<file path="src/lwle_pkg.sv">
// constants, register map and state type of the lan wake, indicator and error sideband
package lwle_pkg;
  // register byte offsets
  localparam logic [7:0] ADDR_CFG = 8'h00;
  localparam logic [7:0] ADDR_POWER_CTL_STATUS_REG = 8'h04;
  localparam logic [7:0] ADDR_WUC = 8'h08;
  localparam logic [7:0] ADDR_WAKE_FILTER_CONTROL_REG = 8'h0c;
  localparam logic [7:0] ADDR_WUS = 8'h10;
  localparam logic [7:0] ADDR_IND = 8'h14;
  localparam logic [7:0] ADDR_LINK = 8'h18;
  // field positions
  localparam int CFG_PERR_EN = 0;
  localparam int CFG_SERR_EN = 1;
  localparam int CFG_PERR_FLAG = 8;
  localparam int CFG_SERR_FLAG = 9;
  localparam int PM_EN = 8;
  localparam int PM_FLAG = 15;
  localparam int WUC_MAGIC = 0;
  localparam int WAKE_FILTER_CONTROL_REG_LNK = 0;
  localparam int WAKE_FILTER_CONTROL_REG_FILT_LSB = 1;
  localparam int WUS_LNK = 0;
  localparam int WUS_MAGIC = 1;
  localparam int WUS_FILT_LSB = 2;
  localparam int IND_BLINK_FAST = 24;
  localparam int IND_W = 8;
  localparam int IND_INV = 5;
  localparam int IND_BLINK = 7;
  localparam int NUM_IND = 3;
  localparam int NUM_FILT = 8;
  // synchronised phy status vector
  localparam int PS_LINK = 0;
  localparam int PS_SPD = 1;
  localparam int PS_DUPLEX = 3;
  localparam int PS_ACT = 4;
  localparam int PS_COL = 5;
  localparam int PS_PAUSE = 6;
  localparam int PS_LEGACY = 7;
  localparam int PS_W = 8;
  // codes and reset values
  localparam logic [1:0] PSTATE_D0 = 2'h0;
  localparam logic [1:0] PSTATE_D3 = 2'h3;
  localparam logic [2:0] CPL_SUCCESS = 3'h0;
  localparam logic [1:0] SPD_10 = 2'h0;
  localparam logic [1:0] SPD_100 = 2'h1;
  localparam logic [1:0] SPD_1000 = 2'h2;
  localparam logic [23:0] IND_RST = 24'h000302;
  localparam logic [3:0] SRC_LINK_100_1000 = 4'h0;
  localparam logic [3:0] SRC_LINK_10_1000 = 4'h1;
  localparam logic [3:0] SRC_LINK_UP = 4'h2;
  localparam logic [3:0] SRC_ACTIVITY = 4'h3;
  localparam logic [3:0] SRC_LINK_IDLE = 4'h4;
  localparam logic [3:0] SRC_LINK_10 = 4'h5;
  localparam logic [3:0] SRC_LINK_100 = 4'h6;
  localparam logic [3:0] SRC_LINK_1000 = 4'h7;
  localparam logic [3:0] SRC_FULL_DUPLEX = 4'h8;
  localparam logic [3:0] SRC_COLLISION = 4'h9;
  localparam logic [3:0] SRC_TX_THROTTLED = 4'ha;
  localparam logic [3:0] SRC_CONST_ON = 4'he;
  localparam logic [3:0] SRC_CONST_OFF = 4'hf;
  // blink timing
  localparam int CLK_KHZ = 40000;
  localparam int BLINK_SLOW_MS = 200;
  localparam int BLINK_FAST_MS = 83;
  localparam int BLINK_SLOW_CYC = BLINK_SLOW_MS * CLK_KHZ;
  localparam int BLINK_FAST_CYC = BLINK_FAST_MS * CLK_KHZ;
  localparam int CNT_W = 24;

  typedef struct packed {
    logic perr_report_en;
    logic serr_en;
    logic parity_flag;
    logic serr_flag;
    logic [1:0] pstate;
    logic power_event_enable;
    logic pme_flag;
    logic magic_en;
    logic [NUM_FILT-1:0] filt_sel;
    logic lnk_wake_en;
    logic wus_link;
    logic wus_magic;
    logic [NUM_FILT-1:0] wus_filt;
    logic [NUM_IND*IND_W-1:0] ind_cfg;
    logic blink_fast;
    logic [CNT_W-1:0] blink_cnt;
    logic blink_phase;
    logic wake_pend;
    logic wake_req;
    logic link_prev;
    logic [PS_W-1:0] phy_s1;
    logic [PS_W-1:0] phy_s2;
    logic [31:0] rdata;
    logic sys_err;
    logic rx_deliver;
    logic [NUM_IND-1:0] ind_out;
  } lwle_state_t;
endpackage : lwle_pkg

</file>
<file path="src/lwle_top.sv">
// lan sideband: host bus errors, power state, wake logic and link indicators
// Operation
// - host bus parity error sets parity flag and drops the cycle
// - parity error raises system error when parity reporting enabled
// - non-success completion dropped, never retried, sets system error flag
// - 1000 full duplex only; legacy mode uses narrow link only
// - outside D0 only configuration requests are accepted
// - wake packet withheld; power event flag set before wake request
// - nvm load copies magic wake enable into wake control
// - magic packet sets magic status, power event flag, wake request
// - magic wake in all power states; off by nvm or software
// - filtered wake needs address filter pass plus one selected filter
// - filtered match sets flag; wake only with power event enable
// - every matching filter sets its own received bit
// - enabled link up/down sets flag, link bit, wake request
// - wake held until flag write-one or enable write-zero
// - packets ignored while received bits set; links while link bit
// - writing 11 to low power bits enters D3
// - three indicators, each with own source, polarity, blink
// - speed sources 100/1000, 10/1000, any link, exact speed
// - activity, idle, duplex, collision, throttled, constant on, off
// - invert applied before blink logic
// - blink toggles at 200 ms or 83 ms, one shared rate
// - indicator defaults load from nvm, software may override
`timescale 1ns/1ps
`default_nettype none
module lwle_top #(
  parameter logic [23:0] BLINK_SLOW_CYC = 24'(lwle_pkg::BLINK_SLOW_CYC),
  parameter logic [23:0] BLINK_FAST_CYC = 24'(lwle_pkg::BLINK_FAST_CYC)
) (
  input wire logic clk_i,
  input wire logic rst_i,
  input wire logic [7:0] reg_addr_i,
  input wire logic [31:0] reg_wdata_i,
  input wire logic reg_we_i,
  input wire logic reg_re_i,
  output logic [31:0] reg_rdata_o,
  input wire logic hb_req_valid_i,
  input wire logic hb_req_is_cfg_i,
  input wire logic hb_parity_err_i,
  output logic hb_req_accept_o,
  output logic hb_req_drop_o,
  input wire logic cpl_valid_i,
  input wire logic [2:0] cpl_status_i,
  output logic cpl_accept_o,
  output logic cpl_drop_o,
  output logic system_error_o,
  input wire logic nvm_load_i,
  input wire logic nvm_magic_wake_en_i,
  input wire logic [23:0] nvm_ind_cfg_i,
  input wire logic rx_pkt_valid_i,
  input wire logic rx_addr_pass_i,
  input wire logic rx_magic_i,
  input wire logic [7:0] rx_filter_hit_i,
  output logic rx_deliver_o,
  input wire logic phy_link_up_i,
  input wire logic [1:0] phy_speed_i,
  input wire logic phy_full_duplex_i,
  input wire logic phy_activity_i,
  input wire logic phy_collision_i,
  input wire logic phy_src_tx_throttled_i,
  input wire logic legacy_mode_i,
  output logic narrow_phy_link_en_o,
  output logic gigabit_phy_link_en_o,
  output logic link_valid_o,
  output logic power_event_flag_o,
  output logic wake_req_o,
  output logic low_power_o,
  output logic [2:0] indicator_o
);
  lwle_pkg::lwle_state_t st;
  lwle_pkg::lwle_state_t next_st;
  logic link_ok;
  logic rx_blocked;
  logic magic_hit;
  logic [lwle_pkg::NUM_FILT-1:0] filt_hits;
  logic filt_hit;
  logic lnk_evt;
  logic perr_evt;
  logic cpl_bad;
  logic pm_wr;
  logic wake_clr;
  logic [23:0] half_period;

  // set wins over clear for every sticky flag
  function automatic logic sticky(input logic cur, input logic set, input logic clr);
    sticky = set | (cur & ~clr);
  endfunction : sticky

  function automatic logic ind_source(input logic [3:0] mode, input logic up,
                                      input logic [1:0] spd, input logic [lwle_pkg::PS_W-1:0] ps);
    ind_source = 1'b0;
    case (mode)
      lwle_pkg::SRC_LINK_100_1000: ind_source = up & (spd != lwle_pkg::SPD_10);
      lwle_pkg::SRC_LINK_10_1000: ind_source = up & (spd != lwle_pkg::SPD_100);
      lwle_pkg::SRC_LINK_UP: ind_source = up;
      lwle_pkg::SRC_ACTIVITY: ind_source = up & ps[lwle_pkg::PS_ACT];
      lwle_pkg::SRC_LINK_IDLE: ind_source = up & ~ps[lwle_pkg::PS_ACT];
      lwle_pkg::SRC_LINK_10: ind_source = up & (spd == lwle_pkg::SPD_10);
      lwle_pkg::SRC_LINK_100: ind_source = up & (spd == lwle_pkg::SPD_100);
      lwle_pkg::SRC_LINK_1000: ind_source = up & (spd == lwle_pkg::SPD_1000);
      lwle_pkg::SRC_FULL_DUPLEX: ind_source = up & ps[lwle_pkg::PS_DUPLEX];
      lwle_pkg::SRC_COLLISION: ind_source = ps[lwle_pkg::PS_COL];
      lwle_pkg::SRC_TX_THROTTLED: ind_source = ps[lwle_pkg::PS_PAUSE];
      lwle_pkg::SRC_CONST_ON: ind_source = 1'b1;
      lwle_pkg::SRC_CONST_OFF: ind_source = 1'b0;
      default: ind_source = 1'b0;
    endcase
  endfunction : ind_source

  // host bus gating, handshake outputs are combinational
  assign hb_req_accept_o = hb_req_valid_i & ~hb_parity_err_i &
                           ((st.pstate == lwle_pkg::PSTATE_D0) | hb_req_is_cfg_i);
  assign hb_req_drop_o = hb_req_valid_i & ~hb_req_accept_o;
  assign cpl_accept_o = cpl_valid_i & ~hb_parity_err_i & (cpl_status_i == lwle_pkg::CPL_SUCCESS);
  // dropped completions are final: no retry request exists in this block
  assign cpl_drop_o = cpl_valid_i & ~cpl_accept_o;
  assign perr_evt = hb_parity_err_i & (hb_req_valid_i | cpl_valid_i);
  assign cpl_bad = cpl_valid_i & ~hb_parity_err_i & (cpl_status_i != lwle_pkg::CPL_SUCCESS);

  // link mode checks on synchronised phy status
  assign link_ok = st.phy_s2[lwle_pkg::PS_LINK] &
                   ~(st.phy_s2[lwle_pkg::PS_SPD +: 2] == 2'h3) &
                   ~((st.phy_s2[lwle_pkg::PS_SPD +: 2] == lwle_pkg::SPD_1000) &
                     (~st.phy_s2[lwle_pkg::PS_DUPLEX] | st.phy_s2[lwle_pkg::PS_LEGACY]));
  assign narrow_phy_link_en_o = 1'b1;
  assign gigabit_phy_link_en_o = ~st.phy_s2[lwle_pkg::PS_LEGACY];
  assign link_valid_o = link_ok;

  // wake event detection
  assign rx_blocked = st.wus_magic | (|st.wus_filt);
  assign magic_hit = rx_pkt_valid_i & st.magic_en & rx_magic_i & ~rx_blocked;
  assign filt_hits = rx_filter_hit_i & st.filt_sel &
                     {lwle_pkg::NUM_FILT{rx_pkt_valid_i & rx_addr_pass_i & ~rx_blocked}};
  assign filt_hit = |filt_hits;
  assign lnk_evt = st.lnk_wake_en & ~st.wus_link &
                   (st.phy_s2[lwle_pkg::PS_LINK] != st.link_prev);

  // software clear strobes for the wake request
  assign pm_wr = reg_we_i & (reg_addr_i == lwle_pkg::ADDR_POWER_CTL_STATUS_REG);
  assign wake_clr = pm_wr & (reg_wdata_i[lwle_pkg::PM_FLAG] | ~reg_wdata_i[lwle_pkg::PM_EN]);

  // one rate for all indicators, chosen by a single bit
  assign half_period = st.blink_fast ? BLINK_FAST_CYC : BLINK_SLOW_CYC;

  always_comb begin
    next_st = st;
    // two flop synchroniser for phy pins and the mode strap
    next_st.phy_s1 = {legacy_mode_i, phy_src_tx_throttled_i, phy_collision_i, phy_activity_i,
                      phy_full_duplex_i, phy_speed_i, phy_link_up_i};
    next_st.phy_s2 = st.phy_s1;
    next_st.link_prev = st.phy_s2[lwle_pkg::PS_LINK];

    // software writes
    if (reg_we_i) begin
      unique case (reg_addr_i)
        lwle_pkg::ADDR_CFG: begin
          next_st.perr_report_en = reg_wdata_i[lwle_pkg::CFG_PERR_EN];
          next_st.serr_en = reg_wdata_i[lwle_pkg::CFG_SERR_EN];
        end
        lwle_pkg::ADDR_POWER_CTL_STATUS_REG: begin
          next_st.power_event_enable = reg_wdata_i[lwle_pkg::PM_EN];
          // only D0 and D3 exist; other codes leave the state alone
          if (reg_wdata_i[1:0] == lwle_pkg::PSTATE_D3) begin
            next_st.pstate = lwle_pkg::PSTATE_D3;
          end else if (reg_wdata_i[1:0] == lwle_pkg::PSTATE_D0) begin
            next_st.pstate = lwle_pkg::PSTATE_D0;
          end
        end
        lwle_pkg::ADDR_WUC: next_st.magic_en = reg_wdata_i[lwle_pkg::WUC_MAGIC];
        lwle_pkg::ADDR_WAKE_FILTER_CONTROL_REG: begin
          next_st.lnk_wake_en = reg_wdata_i[lwle_pkg::WAKE_FILTER_CONTROL_REG_LNK];
          next_st.filt_sel = reg_wdata_i[lwle_pkg::WAKE_FILTER_CONTROL_REG_FILT_LSB +: lwle_pkg::NUM_FILT];
        end
        lwle_pkg::ADDR_IND: begin
          next_st.ind_cfg = reg_wdata_i[lwle_pkg::NUM_IND*lwle_pkg::IND_W-1:0];
          next_st.blink_fast = reg_wdata_i[lwle_pkg::IND_BLINK_FAST];
        end
        default: ;
      endcase
    end

    // nvm load comes after software so a fresh nvm read wins
    if (nvm_load_i) begin
      next_st.magic_en = nvm_magic_wake_en_i;
      next_st.ind_cfg = nvm_ind_cfg_i;
    end

    // error flags
    next_st.parity_flag = sticky(st.parity_flag, perr_evt, reg_we_i &
                                 (reg_addr_i == lwle_pkg::ADDR_CFG) &
                                 reg_wdata_i[lwle_pkg::CFG_PERR_FLAG]);
    next_st.serr_flag = sticky(st.serr_flag, cpl_bad, reg_we_i &
                               (reg_addr_i == lwle_pkg::ADDR_CFG) &
                               reg_wdata_i[lwle_pkg::CFG_SERR_FLAG]);
    next_st.sys_err = (perr_evt & st.perr_report_en) | (cpl_bad & st.serr_en);

    // wake status, each matching filter keeps its own bit
    for (int f = 0; f < lwle_pkg::NUM_FILT; f++) begin
      next_st.wus_filt[f] = sticky(st.wus_filt[f], filt_hits[f], reg_we_i &
                                   (reg_addr_i == lwle_pkg::ADDR_WUS) &
                                   reg_wdata_i[lwle_pkg::WUS_FILT_LSB + f]);
    end
    next_st.wus_magic = sticky(st.wus_magic, magic_hit, reg_we_i &
                               (reg_addr_i == lwle_pkg::ADDR_WUS) &
                               reg_wdata_i[lwle_pkg::WUS_MAGIC]);
    next_st.wus_link = sticky(st.wus_link, lnk_evt, reg_we_i &
                              (reg_addr_i == lwle_pkg::ADDR_WUS) &
                              reg_wdata_i[lwle_pkg::WUS_LNK]);
    next_st.pme_flag = sticky(st.pme_flag, magic_hit | filt_hit | lnk_evt,
                              pm_wr & reg_wdata_i[lwle_pkg::PM_FLAG]);

    // request trails the flag by one cycle so the flag is always seen first
    next_st.wake_pend = magic_hit | lnk_evt | (filt_hit & st.power_event_enable);
    next_st.wake_req = sticky(st.wake_req, st.wake_pend, wake_clr);
    next_st.rx_deliver = rx_pkt_valid_i & ~magic_hit & ~filt_hit;

    // shared blink divider
    // free running: indicators never drift apart in phase
    if (st.blink_cnt >= half_period - 24'h000001) begin
      next_st.blink_cnt = '0;
      next_st.blink_phase = ~st.blink_phase;
    end else begin
      next_st.blink_cnt = st.blink_cnt + 24'h000001;
    end

    // invert first, so blink gates the polarity-corrected source
    for (int i = 0; i < lwle_pkg::NUM_IND; i++) begin
      next_st.ind_out[i] = ind_source(st.ind_cfg[i*lwle_pkg::IND_W +: 4], link_ok,
                                      st.phy_s2[lwle_pkg::PS_SPD +: 2], st.phy_s2) ^
                           st.ind_cfg[i*lwle_pkg::IND_W + lwle_pkg::IND_INV];
      if (st.ind_cfg[i*lwle_pkg::IND_W + lwle_pkg::IND_BLINK]) begin
        next_st.ind_out[i] = next_st.ind_out[i] & st.blink_phase;
      end
    end

    // registered read data, unmapped offsets read zero
    next_st.rdata = '0;
    if (reg_re_i) begin
      unique case (reg_addr_i)
        lwle_pkg::ADDR_CFG: begin
          next_st.rdata[lwle_pkg::CFG_PERR_EN] = st.perr_report_en;
          next_st.rdata[lwle_pkg::CFG_SERR_EN] = st.serr_en;
          next_st.rdata[lwle_pkg::CFG_PERR_FLAG] = st.parity_flag;
          next_st.rdata[lwle_pkg::CFG_SERR_FLAG] = st.serr_flag;
        end
        lwle_pkg::ADDR_POWER_CTL_STATUS_REG: begin
          next_st.rdata[1:0] = st.pstate;
          next_st.rdata[lwle_pkg::PM_EN] = st.power_event_enable;
          next_st.rdata[lwle_pkg::PM_FLAG] = st.pme_flag;
        end
        lwle_pkg::ADDR_WUC: next_st.rdata[lwle_pkg::WUC_MAGIC] = st.magic_en;
        lwle_pkg::ADDR_WAKE_FILTER_CONTROL_REG: begin
          next_st.rdata[lwle_pkg::WAKE_FILTER_CONTROL_REG_LNK] = st.lnk_wake_en;
          next_st.rdata[lwle_pkg::WAKE_FILTER_CONTROL_REG_FILT_LSB +: lwle_pkg::NUM_FILT] = st.filt_sel;
        end
        lwle_pkg::ADDR_WUS: begin
          next_st.rdata[lwle_pkg::WUS_LNK] = st.wus_link;
          next_st.rdata[lwle_pkg::WUS_MAGIC] = st.wus_magic;
          next_st.rdata[lwle_pkg::WUS_FILT_LSB +: lwle_pkg::NUM_FILT] = st.wus_filt;
        end
        lwle_pkg::ADDR_IND: begin
          next_st.rdata[lwle_pkg::NUM_IND*lwle_pkg::IND_W-1:0] = st.ind_cfg;
          next_st.rdata[lwle_pkg::IND_BLINK_FAST] = st.blink_fast;
        end
        lwle_pkg::ADDR_LINK: begin
          next_st.rdata[lwle_pkg::PS_W-1:0] = st.phy_s2;
          next_st.rdata[lwle_pkg::PS_W] = link_ok;
        end
        default: ;
      endcase
    end
  end

  // sync reset; indicator defaults return with it until nvm reloads
  always_ff @(posedge clk_i) begin
    if (rst_i) begin
      st <= '0;
      st.ind_cfg <= lwle_pkg::IND_RST;
    end else begin
      st <= next_st;
    end
  end

  assign reg_rdata_o = st.rdata;
  assign system_error_o = st.sys_err;
  assign rx_deliver_o = st.rx_deliver;
  assign power_event_flag_o = st.pme_flag;
  assign wake_req_o = st.wake_req;
  assign low_power_o = (st.pstate == lwle_pkg::PSTATE_D3);
  assign indicator_o = st.ind_out;
endmodule : lwle_top
`default_nettype wire

</file>
<file path="config.mk">
export PLATFORM = sky130hd
export DESIGN_NAME = lwle_top
export DESIGN_NICKNAME = d
export VERILOG_FILES = /design/src/lwle_pkg.sv /design/src/lwle_top.sv
export SDC_FILE = /design/constraint.sdc
export NUM_CORES = 1
export LEC_CHECK = 0
export ABC_AREA = 0
export ABC_CLOCK_PERIOD_IN_PS = 4430
export BUFFER_PORTS_ARGS = -buffer_cell sky130_fd_sc_hd__buf_2
export CAP_MARGIN = 10
export CORE_MARGIN = 4
export CORE_UTILIZATION = 40
export DETAILED_ROUTE_END_ITERATION = 7
export HOLD_SLACK_MARGIN = 0.1
export SETUP_SLACK_MARGIN = 0.1
export SYNTH_ARGS = -nofsm -noshare
export SYNTH_HDL_FRONTEND = slang
export SYNTH_SLANG_ARGS = --single-unit
</file>
<file path="constraint.sdc">
create_clock -name clk_i -period 4.43 [get_ports clk_i]
set_clock_uncertainty 0.05 [all_clocks]
set_input_delay 0.2215 -clock clk_i [delete_from_list [all_inputs] [get_ports clk_i]]
set_output_delay 0.2215 -clock clk_i [all_outputs]
set_load 0.01 [all_outputs]
</file>
==> results of run 1 <==
## repair_timing
| action | 4_1_cts | 5_1_grt |
|---|---|---|
| hold endpoints to repair | 55 | 0 |
| endpoints found under the setup margin | 0 | 0 |
| hold buffers | 66 | 0 |
## how the worst min path moves through the flow
| stage | endpoint | slack, ns | cells past startpoint |
|---|---|---|---|
| floorplan | next_st[37] | 0.30 | 1 |
| global placement | st[44] | 0.37 | 1 |
| detailed placement | st[41] | 0.37 | 1 |
| CTS | st[93] | 0.10 | 3 |
| global route | st[100] | 0.12 | 3 |
| finish | st[100] | 0.12 | 3 |
## power by group through the flow
| stage | clock network, mW | logic (mW) | registers (mW) |
|---|---|---|---|
| floorplan | 0 | 0.137 | 1.20 |
| global placement | 0 | 0.191 | 1.22 |
| detailed placement | 0 | 0.195 | 1.23 |
| CTS | 1.45 | 0.241 | 1.20 |
| global route | 1.50 | 0.266 | 1.21 |
| finish | 1.42 | 0.241 | 1.20 |
## worst max-delay path, stage by stage, from the launching register on
cell and delay [ns]:
dfxtp_1 0.33, nor4_1 0.36, nand4b_1 0.22, nor2_1 0.67, a32oi_1 0.21, dlygate4sd3_1 0.60
nor2_1 0.08
## routing by layer
metal | GRT usage | wire [um] | vias up
met3 | 0.0487 | 879 | 24
met4 | 0.0687 | 273 | 0
li1 | - | - | 2699
met5 | 0 | 0 | -
met1 | 0.252 | 7990 | 2592
met2 | 0.330 | 8120 | 162
## cell families (layout without fill, tap and decap cells)
family | after synthesis | after routing | share of synthesized area
xor gates and xnor gates | 24 | 24 | 0.0338
buffers and inverters | 89 | 243 | 0.0898
other | 2 | 8 | 0.00121
DFF | 126 | 126 | 0.406
and+or+nand+nor | 276 | 276 | 0.234
muxes | 49 | 49 | 0.0843
adders and majority gates | 10 | 10 | 0.0201
AOI/OAI and AO/OA | 114 | 114 | 0.131
## metrics by stage
stage	std cells	cell area [um^2]	util
2_1_floorplan	696	6240	-
3_3_place_gp	939	6630	0.436
3_5_place_dp	939	6630	0.436
4_1_cts	1037	7890	0.519
5_1_grt	1038	7900	0.519
6_report	1038	7900	0.519
## cells in the mapped netlist, types with 3 or more instances
cell | instances | share of area
mux2_2 | 7 | 0.013
mux2i_1 | 40 | 0.064
and2_1 | 16 | 0.016
a32oi_1 | 8 | 0.011
nor4b_1 | 3 | 0.0042
nand2_1 | 35 | 0.021
nand2b_1 | 6 | 0.0060
a31oi_1 | 7 | 0.0070
nor2_1 | 94 | 0.057
inv_1 | 14 | 0.0085
a31o_2 | 5 | 0.0070
buf_2 | 6 | 0.0048
xor2_1 | 14 | 0.020
o31a_1 | 3 | 0.0042
nor4_1 | 12 | 0.012
a21oi_1 | 21 | 0.017
clkbuf_1 | 20 | 0.012
nand4_1 | 8 | 0.0081
o211ai_1 | 3 | 0.0036
a22oi_1 | 12 | 0.014
o311a_1 | 3 | 0.0048
nor3_1 | 17 | 0.014
a2111oi_0 | 3 | 0.0042
or2_2 | 7 | 0.0070
nor2b_1 | 28 | 0.028
xnor2_1 | 10 | 0.014
nand3b_1 | 5 | 0.0060
a211oi_1 | 26 | 0.031
nand3_1 | 19 | 0.015
a22o_1 | 6 | 0.0085
nand4b_1 | 5 | 0.0070
dfxtp_1 | 126 | 0.41
o21ai_0 | 12 | 0.0097
buf_4 | 36 | 0.043
ha_1 | 10 | 0.020
buf_1 | 5 | 0.0030
nor3b_1 | 4 | 0.0048
and3_1 | 4 | 0.0040
nor4bb_1 | 3 | 0.0048
## state kept, by name, summed over array words and instances (netlist names)
name / cells
st: 85
reg_rdata_o: 25
next_st: 9
indicator_o: 3
power_event_flag_o: 1
rx_deliver_o: 1
system_error_o: 1
wake_req_o: 1
## cell type report
type / count / area [um^2]
Clock buffer: 22 / 464
Clock inverter: 10 / 138
Fill cell: 1415 / 7310
Inverter: 14 / 52.6
Multi-Input combinational cell: 481 / 3160
Sequential cell: 126 / 2520
Tap cell: 188 / 235
Timing Repair Buffer: 197 / 1330
==> results.sh, run 1 <==
export IMPL_max_cap_viol_count=0
export IMPL_reg2reg_to="st[106]"
export IMPL_start_kind="flip-flop"
export IMPL_synthesis_area_um2=6220
export IMPL_routed_wirelength_um=17300
export IMPL_final_common_cell="buf_2"
export IMPL_nNetsFinal=943
export IMPL_leakagePower_nw=3.23
export IMPL_yosysUniqueCellTypes=59
export IMPL_cts_path_max_buffers=2
export IMPL_endpoint="st[106]"
export IMPL_grt_pass1_wl_um=28100
export IMPL_clkSinkCount=126
export IMPL_startpoint="st[106]"
export IMPL_p_total_mw=2.86
export IMPL_holdWs_ns=0.115
export IMPL_ir_drop_mv=0.282
export IMPL_crit_fanout=10
export IMPL_required_ns=4.74
export IMPL_dp_worst_setup_slack_ns=1.82
export IMPL_pwr_share_comb=0.084
export IMPL_grt_antenna_before_repair=0
export IMPL_viasPerCell=5.28
export IMPL_drt_first_pass_iters=5
export IMPL_status="finished, final reports clean"
export IMPL_critPathKind="flip-flop to flip-flop"
export IMPL_end_kind="flip-flop"
export IMPL_hold_start="reg_wdata_i[18]"
export IMPL_synthFlopType="dfxtp_1"
export IMPL_rsz0062_at_grt="no"
export IMPL_grt_pass1_vias=5553
export IMPL_critPathArrivalTime_ns=2.89
export IMPL_die_y_um=133
export IMPL_start_util=0.409
export IMPL_grt_overflow_total=0
export IMPL_drt_iter0_markers=402
export IMPL_htree_num_levels=4
export IMPL_worst_slew_pin_transition_ns=0.987
export IMPL_final_hold_violation_count=0
export IMPL_seq_power_share=0.421
export IMPL_area_growth_pct=27.0
export IMPL_finalSetupViolations=0
export IMPL_synthCells=690
export IMPL_syn_avg_cell_area_um2=9.01
export IMPL_io_buffers=127
export IMPL_postSynth_asyncResetShare=0
export IMPL_cts_tree="done"
export IMPL_drive_above_1_share=0.221
export IMPL_slew_headroom=0.339
export IMPL_hp_class="input pin to flip-flop"
export IMPL_place_congestion=0.859
export IMPL_reg2reg_depth=6
export IMPL_fin_crit_ns=2.59
export IMPL_r2r_start="st[106]"
export IMPL_finalCritPeriodShare=0.584
export IMPL_yosys_register_bits=126
export IMPL_diodes=0
export IMPL_core_um2=15200
export IMPL_die_w_um=133
export IMPL_switching_power_uw=657
export IMPL_grt_total_usage=0.199
export IMPL_wire_per_inst_um=16.6
export IMPL_yosysWarnings=0
export IMPL_numCtsBuffers=17
export IMPL_p_per_area_nw_per_um2=362
export IMPL_slew_violations=0
export IMPL_synth_edff_count=0
export IMPL_finalSetupTns_ns=0
export IMPL_clkPwrFrac=0.495
export IMPL_post_route_drc_count=0
export IMPL_ys_seq_area_frac=0.406
export IMPL_cts_setup_buffers=0
export IMPL_cts_root_buf="clkbuf_16"
export IMPL_post_cts_resized=0
export IMPL_netSwitchingFraction=0.230
export IMPL_dieArea_um2=17600
export IMPL_internal_power_mw=2.20
export IMPL_final_cell_mix="127 x buf_2, 126 x dfxtp_1, 94 x nor2_1"
export IMPL_setup_ws_ns=1.84
export IMPL_reg2reg_slack_ns=1.84
export IMPL_max_freq_mhz=386
export IMPL_clkLatencyLatePin_ns=0.42
export IMPL_rows=45
export IMPL_grt_max_degree=48
export IMPL_antenna_left=0
export IMPL_clk_pin_slew_ns=0.06
export IMPL_place_hpwl_um=11900
export IMPL_ioPinCount=143
export IMPL_vias=5477
Power figures use the tool's default switching activity.
==> run 2, diff against run 1 <==
--- a/config.mk
+++ b/config.mk
@@ -6,7 +6,7 @@
 export NUM_CORES = 1
 export LEC_CHECK = 0
 export ABC_AREA = 0
-export ABC_CLOCK_PERIOD_IN_PS = 4430
+export ABC_CLOCK_PERIOD_IN_PS = 2100
 export BUFFER_PORTS_ARGS = -buffer_cell sky130_fd_sc_hd__buf_2
 export CAP_MARGIN = 10
 export CORE_MARGIN = 4
==> constraint.sdc (replaced) <==
create_clock -name clk_i -period 2.1 [get_ports clk_i]
set_clock_uncertainty 0.05 [all_clocks]
set_input_delay 0.105 -clock clk_i [delete_from_list [all_inputs] [get_ports clk_i]]
set_output_delay 0.105 -clock clk_i [all_outputs]
set_load 0.01 [all_outputs]
==> run 2 against run 1 <==
Routed wire length up 2.9%. Cell area up 6.5%. Largest cell class unchanged. Combinational power up 150%. Critical endpoint is now st[74]. Critical path type unchanged.
==> results.sh, run 2 (same netlist as run 1, synthesis figures left out) <==
export IMPL_reg2reg_to="st[74]"
export IMPL_grt_pass1_wl_um=28200
export IMPL_final_cell_mix="127 x buf_2, 125 x dfxtp_1, 94 x nor2_1"
export IMPL_place_congestion=0.899
export IMPL_reg2reg_slack_ns=0.18
export IMPL_drive_above_1_share=0.255
export IMPL_grt_pass1_vias=5761
export IMPL_slowest_stage="nor4_4"
export IMPL_htree_num_levels=4
export IMPL_die_w_um=133
export IMPL_leakagePower_nw=3.46
export IMPL_diodes=0
export IMPL_area_growth_pct=35.2
export IMPL_vias=5766
export IMPL_antenna_left=0
export IMPL_worst_slew_pin_transition_ns=0.669
export IMPL_slew_headroom=0.554
export IMPL_hp_class="input pin to flip-flop"
export IMPL_rows=45
export IMPL_post_route_drc_count=0
export IMPL_required_ns=2.36
export IMPL_clkLatencyLatePin_ns=0.42
export IMPL_fin_crit_ns=1.92
export IMPL_grt_max_degree=33
export IMPL_clk_pin_slew_ns=0.06
export IMPL_top_register="st"
export IMPL_viasPerCell=5.31
export IMPL_final_hold_violation_count=0
export IMPL_grt_overflow_total=0
export IMPL_drt_first_pass_iters=5
export IMPL_finalSetupViolations=0
export IMPL_dieArea_um2=17600
export IMPL_holdPathEnd="reg_rdata_o[1]"
export IMPL_io_buffers=127
export IMPL_wire_per_inst_um=16.4
export IMPL_finalSetupTns_ns=0
export IMPL_die_y_um=133
export IMPL_dp_worst_setup_slack_ns=0.0987
export IMPL_crit_family="simple AND/OR/NAND/NOR gates"
export IMPL_end_kind="flip-flop"
export IMPL_crit_fanout=18
export IMPL_worst_path_buf_inv=2
export IMPL_grt_antenna_before_repair=0
export IMPL_start_kind="flip-flop"
export IMPL_place_hpwl_um=12400
export IMPL_r2r_start="st[81]"
export IMPL_hold_start="reg_addr_i[4]"
export IMPL_cts_tree="done"
export IMPL_rsz0062_at_grt="yes"
export IMPL_routed_wirelength_um=17800
export IMPL_ioPinCount=143
export IMPL_dpl_cell_area_um2=6850
export IMPL_design_area_um2=8410
export IMPL_slew_violations=0
export IMPL_ir_drop_mv=0.571
export IMPL_setup_ws_ns=0.180
export IMPL_largest_register_ffs=85
export IMPL_start_util=0.409
export IMPL_numCtsBuffers=17
export IMPL_p_per_area_nw_per_um2=710
export IMPL_grt_total_usage=0.199
export IMPL_cts_path_max_buffers=2
export IMPL_max_freq_mhz=521
export IMPL_max_cap_viol_count=0
export IMPL_clkSinkCount=126
export IMPL_holdPathStages=3
export IMPL_critPathKind="flip-flop to flip-flop"
export IMPL_core_um2=15200
export IMPL_critical_path_max_stage_delay_ns=0.34
export IMPL_drt_iter0_markers=412
export IMPL_reg2reg_depth=8
export IMPL_final_common_cell="buf_2"
export IMPL_holdWs_ns=0.141
export IMPL_crit_chain="buf_4, ha_1, nand4b_1, nor4_4, a311oi_4, nand2_1, buf_8, nor2_1"
export IMPL_status="finished, final reports clean"
export IMPL_finalCritPeriodShare=0.914
export IMPL_nNetsFinal=991
export IMPL_cts_root_buf="clkbuf_16"
export IMPL_critPathArrivalTime_ns=2.18
## run 2: changes by cell type in the layout (fill, tap and decap cells not counted), sizes merged
cell / change
clkbuf: -4
inv: +6
buf: +28
clkinv: -1
clkinvlp: +2
dlygate4sd3: +19
bufinv: -2
## run 2: per-layer routing
metal  vias to the layer above  wire [um]  global-route usage
met5                         -          0                   0
met1                      2709       8000               0.247
met2                       205       8190               0.324
met3                        47        963              0.0460
li1                       2805          -                   -
met4                         0        605              0.0976
## run 2: tightest hold or removal path: cells and delay by family
kind	cells	cell delay (ns)
AO/OA/AOI/OAI	1	0.18
buffers and inverters	1	0.21
AND/OR/NAND/NOR	1	0.06
## run 2: layout make-up
type                            count  area, um^2
Timing Repair Buffer              245        1780
Tap cell                          188         235
Clock buffer                       17         425
Fill cell                        1311        6800
Multi-Input combinational cell    481        3230
Sequential cell                   126        2520
Inverter                           14        56.3
Clock inverter                     15         154
## run 2: worst max path at each step
stage | start | end | slack (ns) | cells after the start
after floorplan | st[81] | st[72] | 0.07 | 8
after global placement | st[39] | indicator_o[1] | 0.12 | 5
after detailed placement | st[81] | st[74] | 0.1 | 9
after CTS | st[39] | indicator_o[1] | 0.10 | 5
after global routing | st[81] | st[74] | 0.06 | 8
final | st[81] | st[74] | 0.18 | 8
## run 2: where the power goes
part	switching, mW	leakage (nW)	total, mW	internal, mW
sequential	0.0691	1.03	2.52	2.46
clock	1.19	0.275	2.85	1.67
combinational	0.275	2.16	0.592	0.317
total	1.53	3.46	5.97	4.44
## run 2: repair_timing
action,CTS,global route
buffers inserted,0,3
hold buffers,85,0
endpoints found under the hold margin,67,0
gates cloned,0,1
pin swaps,0,4
resized for setup,1,15
setup endpoints to repair,18,32
## run 2: through the flow
step,total power [mW],util,cells
final,5.97,0.553,1086
after detailed placement,3.03,0.450,965
after floorplan,2.83,-,696
after global routing,6.20,0.553,1086
after CTS,6.01,0.545,1082
after global placement,3.02,0.450,965
==> run 3, diff against run 2 <==
--- a/config.mk
+++ b/config.mk
@@ -13,6 +13,7 @@
 export CORE_UTILIZATION = 40
 export DETAILED_ROUTE_END_ITERATION = 7
 export HOLD_SLACK_MARGIN = 0.1
+export RECOVER_POWER = 100
 export SETUP_SLACK_MARGIN = 0.1
 export SYNTH_ARGS = -nofsm -noshare
 export SYNTH_HDL_FRONTEND = slang
==> run 3 against run 2 <==
First-iteration DRC count grew 1.9%. Cell count did not move. Maximum frequency grew 0.22%. Core utilization decreased by 0.78 points. Cell area shrank 1.4%. Sequential power is essentially flat. Non-clock buffer count unchanged. Routed wire length hardly changed. Die area unchanged. Via count shrank 0.38%. Largest cell class unchanged. Highest routed layer unchanged.
==> results.sh, run 3 (same netlist as run 1, synthesis figures left out) <==
export IMPL_wire_per_inst_um=16.4
export IMPL_p_total_mw=5.96
export IMPL_nFillCells=1341
export IMPL_ir_drop_mv=0.572
export IMPL_rows=45
export IMPL_numCtsBuffers=17
export IMPL_max_cap_viol_count=0
export IMPL_grt_overflow_total=0
export IMPL_grt_pass1_wl_um=28200
export IMPL_ioPinCount=143
export IMPL_clk_pin_slew_ns=0.06
export IMPL_slew_headroom=0.445
export IMPL_clkSinkCount=126
export IMPL_crit_chain="buf_4, ha_1, nand4b_1, nor4_4, a311oi_4, nand2_1, buf_8, nor2_1"
export IMPL_antenna_left=0
export IMPL_start_util=0.409
export IMPL_drive_above_1_share=0.198
export IMPL_reg2reg_depth=8
export IMPL_crit_fanout=18
export IMPL_core_um2=15200
export IMPL_critPathArrivalTime_ns=2.18
export IMPL_largest_register_ffs=85
export IMPL_leakagePower_nw=3.25
export IMPL_end_kind="flip-flop"
export IMPL_rsz0062_at_grt="yes"
export IMPL_grt_antenna_before_repair=0
export IMPL_htree_num_levels=4
export IMPL_routed_wirelength_um=17800
export IMPL_r2r_start="st[81]"
export IMPL_top_register="st"
export IMPL_start_kind="flip-flop"
export IMPL_cts_path_max_buffers=2
export IMPL_area_growth_pct=33.3
export IMPL_nNetsFinal=991
export IMPL_final_cell_mix="125 x dfxtp_1, 94 x nor2_1, 87 x buf_2"
export IMPL_vias=5744
export IMPL_fin_util=0.545
export IMPL_reg2reg_to="st[74]"
export IMPL_switching_power_mw=1.53
export IMPL_status="finished, final reports clean"
export IMPL_slew_violations=0
export IMPL_grt_util_met2=0.324
export IMPL_fin_crit_ns=1.92
export IMPL_design_area_um2=8290
export IMPL_dieArea_um2=17600
export IMPL_io_buffers=127
export IMPL_drt_first_pass_iters=5
export IMPL_slowest_stage="nor4_4"
export IMPL_clkPwrFrac=0.478
export IMPL_cts_root_buf="clkbuf_16"
export IMPL_critical_path_max_stage_delay_ns=0.34
export IMPL_grt_pass1_vias=5761
export IMPL_finalSetupTns_ns=0
export IMPL_diodes=0
export IMPL_final_common_cell="dfxtp_1"
export IMPL_critPathKind="flip-flop to flip-flop"
export IMPL_met1_usage=0.247
export IMPL_die_y_um=133
export IMPL_grt_max_degree=33
export IMPL_netSwitchingFraction=0.256
export IMPL_required_ns=2.36
export IMPL_seq_power_share=0.424
export IMPL_place_congestion=0.899
export IMPL_worst_slew_pin_transition_ns=0.832
export IMPL_max_freq_mhz=522
export IMPL_viasPerCell=5.29
export IMPL_met3_usage=0.0460
export IMPL_holdWs_ns=0.143
export IMPL_clkLatencyLatePin_ns=0.42
export IMPL_die_w_um=133
export IMPL_startpoint="st[81]"
export IMPL_grt_total_usage=0.199
export IMPL_pwr_share_comb=0.098
export IMPL_hp_class="input pin to flip-flop"
export IMPL_holdPathEnd="reg_rdata_o[1]"
export IMPL_post_route_drc_count=0
export IMPL_finalSetupViolations=0
export IMPL_final_hold_violation_count=0
export IMPL_reg2reg_slack_ns=0.18
export IMPL_multi_input_area_um2=3210
export IMPL_hold_start="reg_addr_i[4]"
export IMPL_holdPathStages=3
export IMPL_p_per_area_nw_per_um2=719
export IMPL_finalCritPeriodShare=0.912
export IMPL_internal_power_mw=4.43
export IMPL_dpl_cell_area_um2=6850
export IMPL_drt_iter0_markers=420
export IMPL_seq_area_um2=2520
export IMPL_cts_tree="done"
export IMPL_place_hpwl_um=12400
export IMPL_busiest_layer="met2"
==> run 3: cell types whose count changed in the layout (fill, tap and decap cells not counted), moves of 4 or more <==
cell / delta
buf_4: -7
and2_1: -4
buf_2: -40
and2_0: +4
clkbuf_1: +47
==> run 3: through the flow <==
stage / setup WS [ns] / cells
2_1_floorplan: 0.0726 / 696
5_1_grt: 0.0445 / 1086
3_3_place_gp: 0.123 / 965
3_5_place_dp: 0.0987 / 965
6_report: 0.185 / 1086
4_1_cts: 0.102 / 1082
==> run 3: power groups by stage <==
stage	Clock [mW]	Sequential (mW)	Combinational [mW]
global route	3.02	2.53	0.639
CTS	2.91	2.52	0.579
detailed placement	0	2.57	0.457
floorplan	0	2.54	0.289
finish	2.85	2.52	0.583
global placement	0	2.57	0.447
==> run 3: worst max-delay path: cells and delay by family, from the launching register on <==
| kind | cells | cell delay (ns) |
|---|---|---|
| adder cells (fa/ha/maj) | 1 | 0.27 |
| flip-flops | 1 | 0.31 |
| buffers and inverters | 2 | 0.33 |
| AND/OR/NAND/NOR | 4 | 0.71 |
| AO/OA/AOI/OAI | 1 | 0.14 |
==> run 3: worst max-delay path by stage <==
stage	endpoint	slack, ns	cells past startpoint
after floorplan	st[72]	0.07	8
after global placement	indicator_o[1]	0.12	5
after detailed placement	st[74]	0.1	9
after CTS	indicator_o[1]	0.10	5
after global routing	indicator_o[0]	0.04	6
final	st[74]	0.18	8
==> run 3: area by class of cell <==
cell class / count / area share
timing repair buffer: 245 / 0.204
clock buffer: 17 / 0.0513
tap: 188 / 0.0284
multi-input combinational: 481 / 0.387
clock inverter: 15 / 0.0186
inverter: 14 / 0.00679
sequential: 126 / 0.304
==> run 3: layer usage <==
metal	wire (um)	up-vias
met2	8170	211
met1	7890	2676
met4	677	0
li1	-	2802
met3	1030	55
met5	0	-
==> run 3: timing repair <==
item | in CTS | in global routing
pin swaps | 0 | 4
gates cloned | 0 | 1
endpoints found under the setup margin | 18 | 32
hold buffers | 85 | 0
gates resized for setup | 1 | 15
setup buffers | 0 | 3
endpoints found under the hold margin | 67 | 0
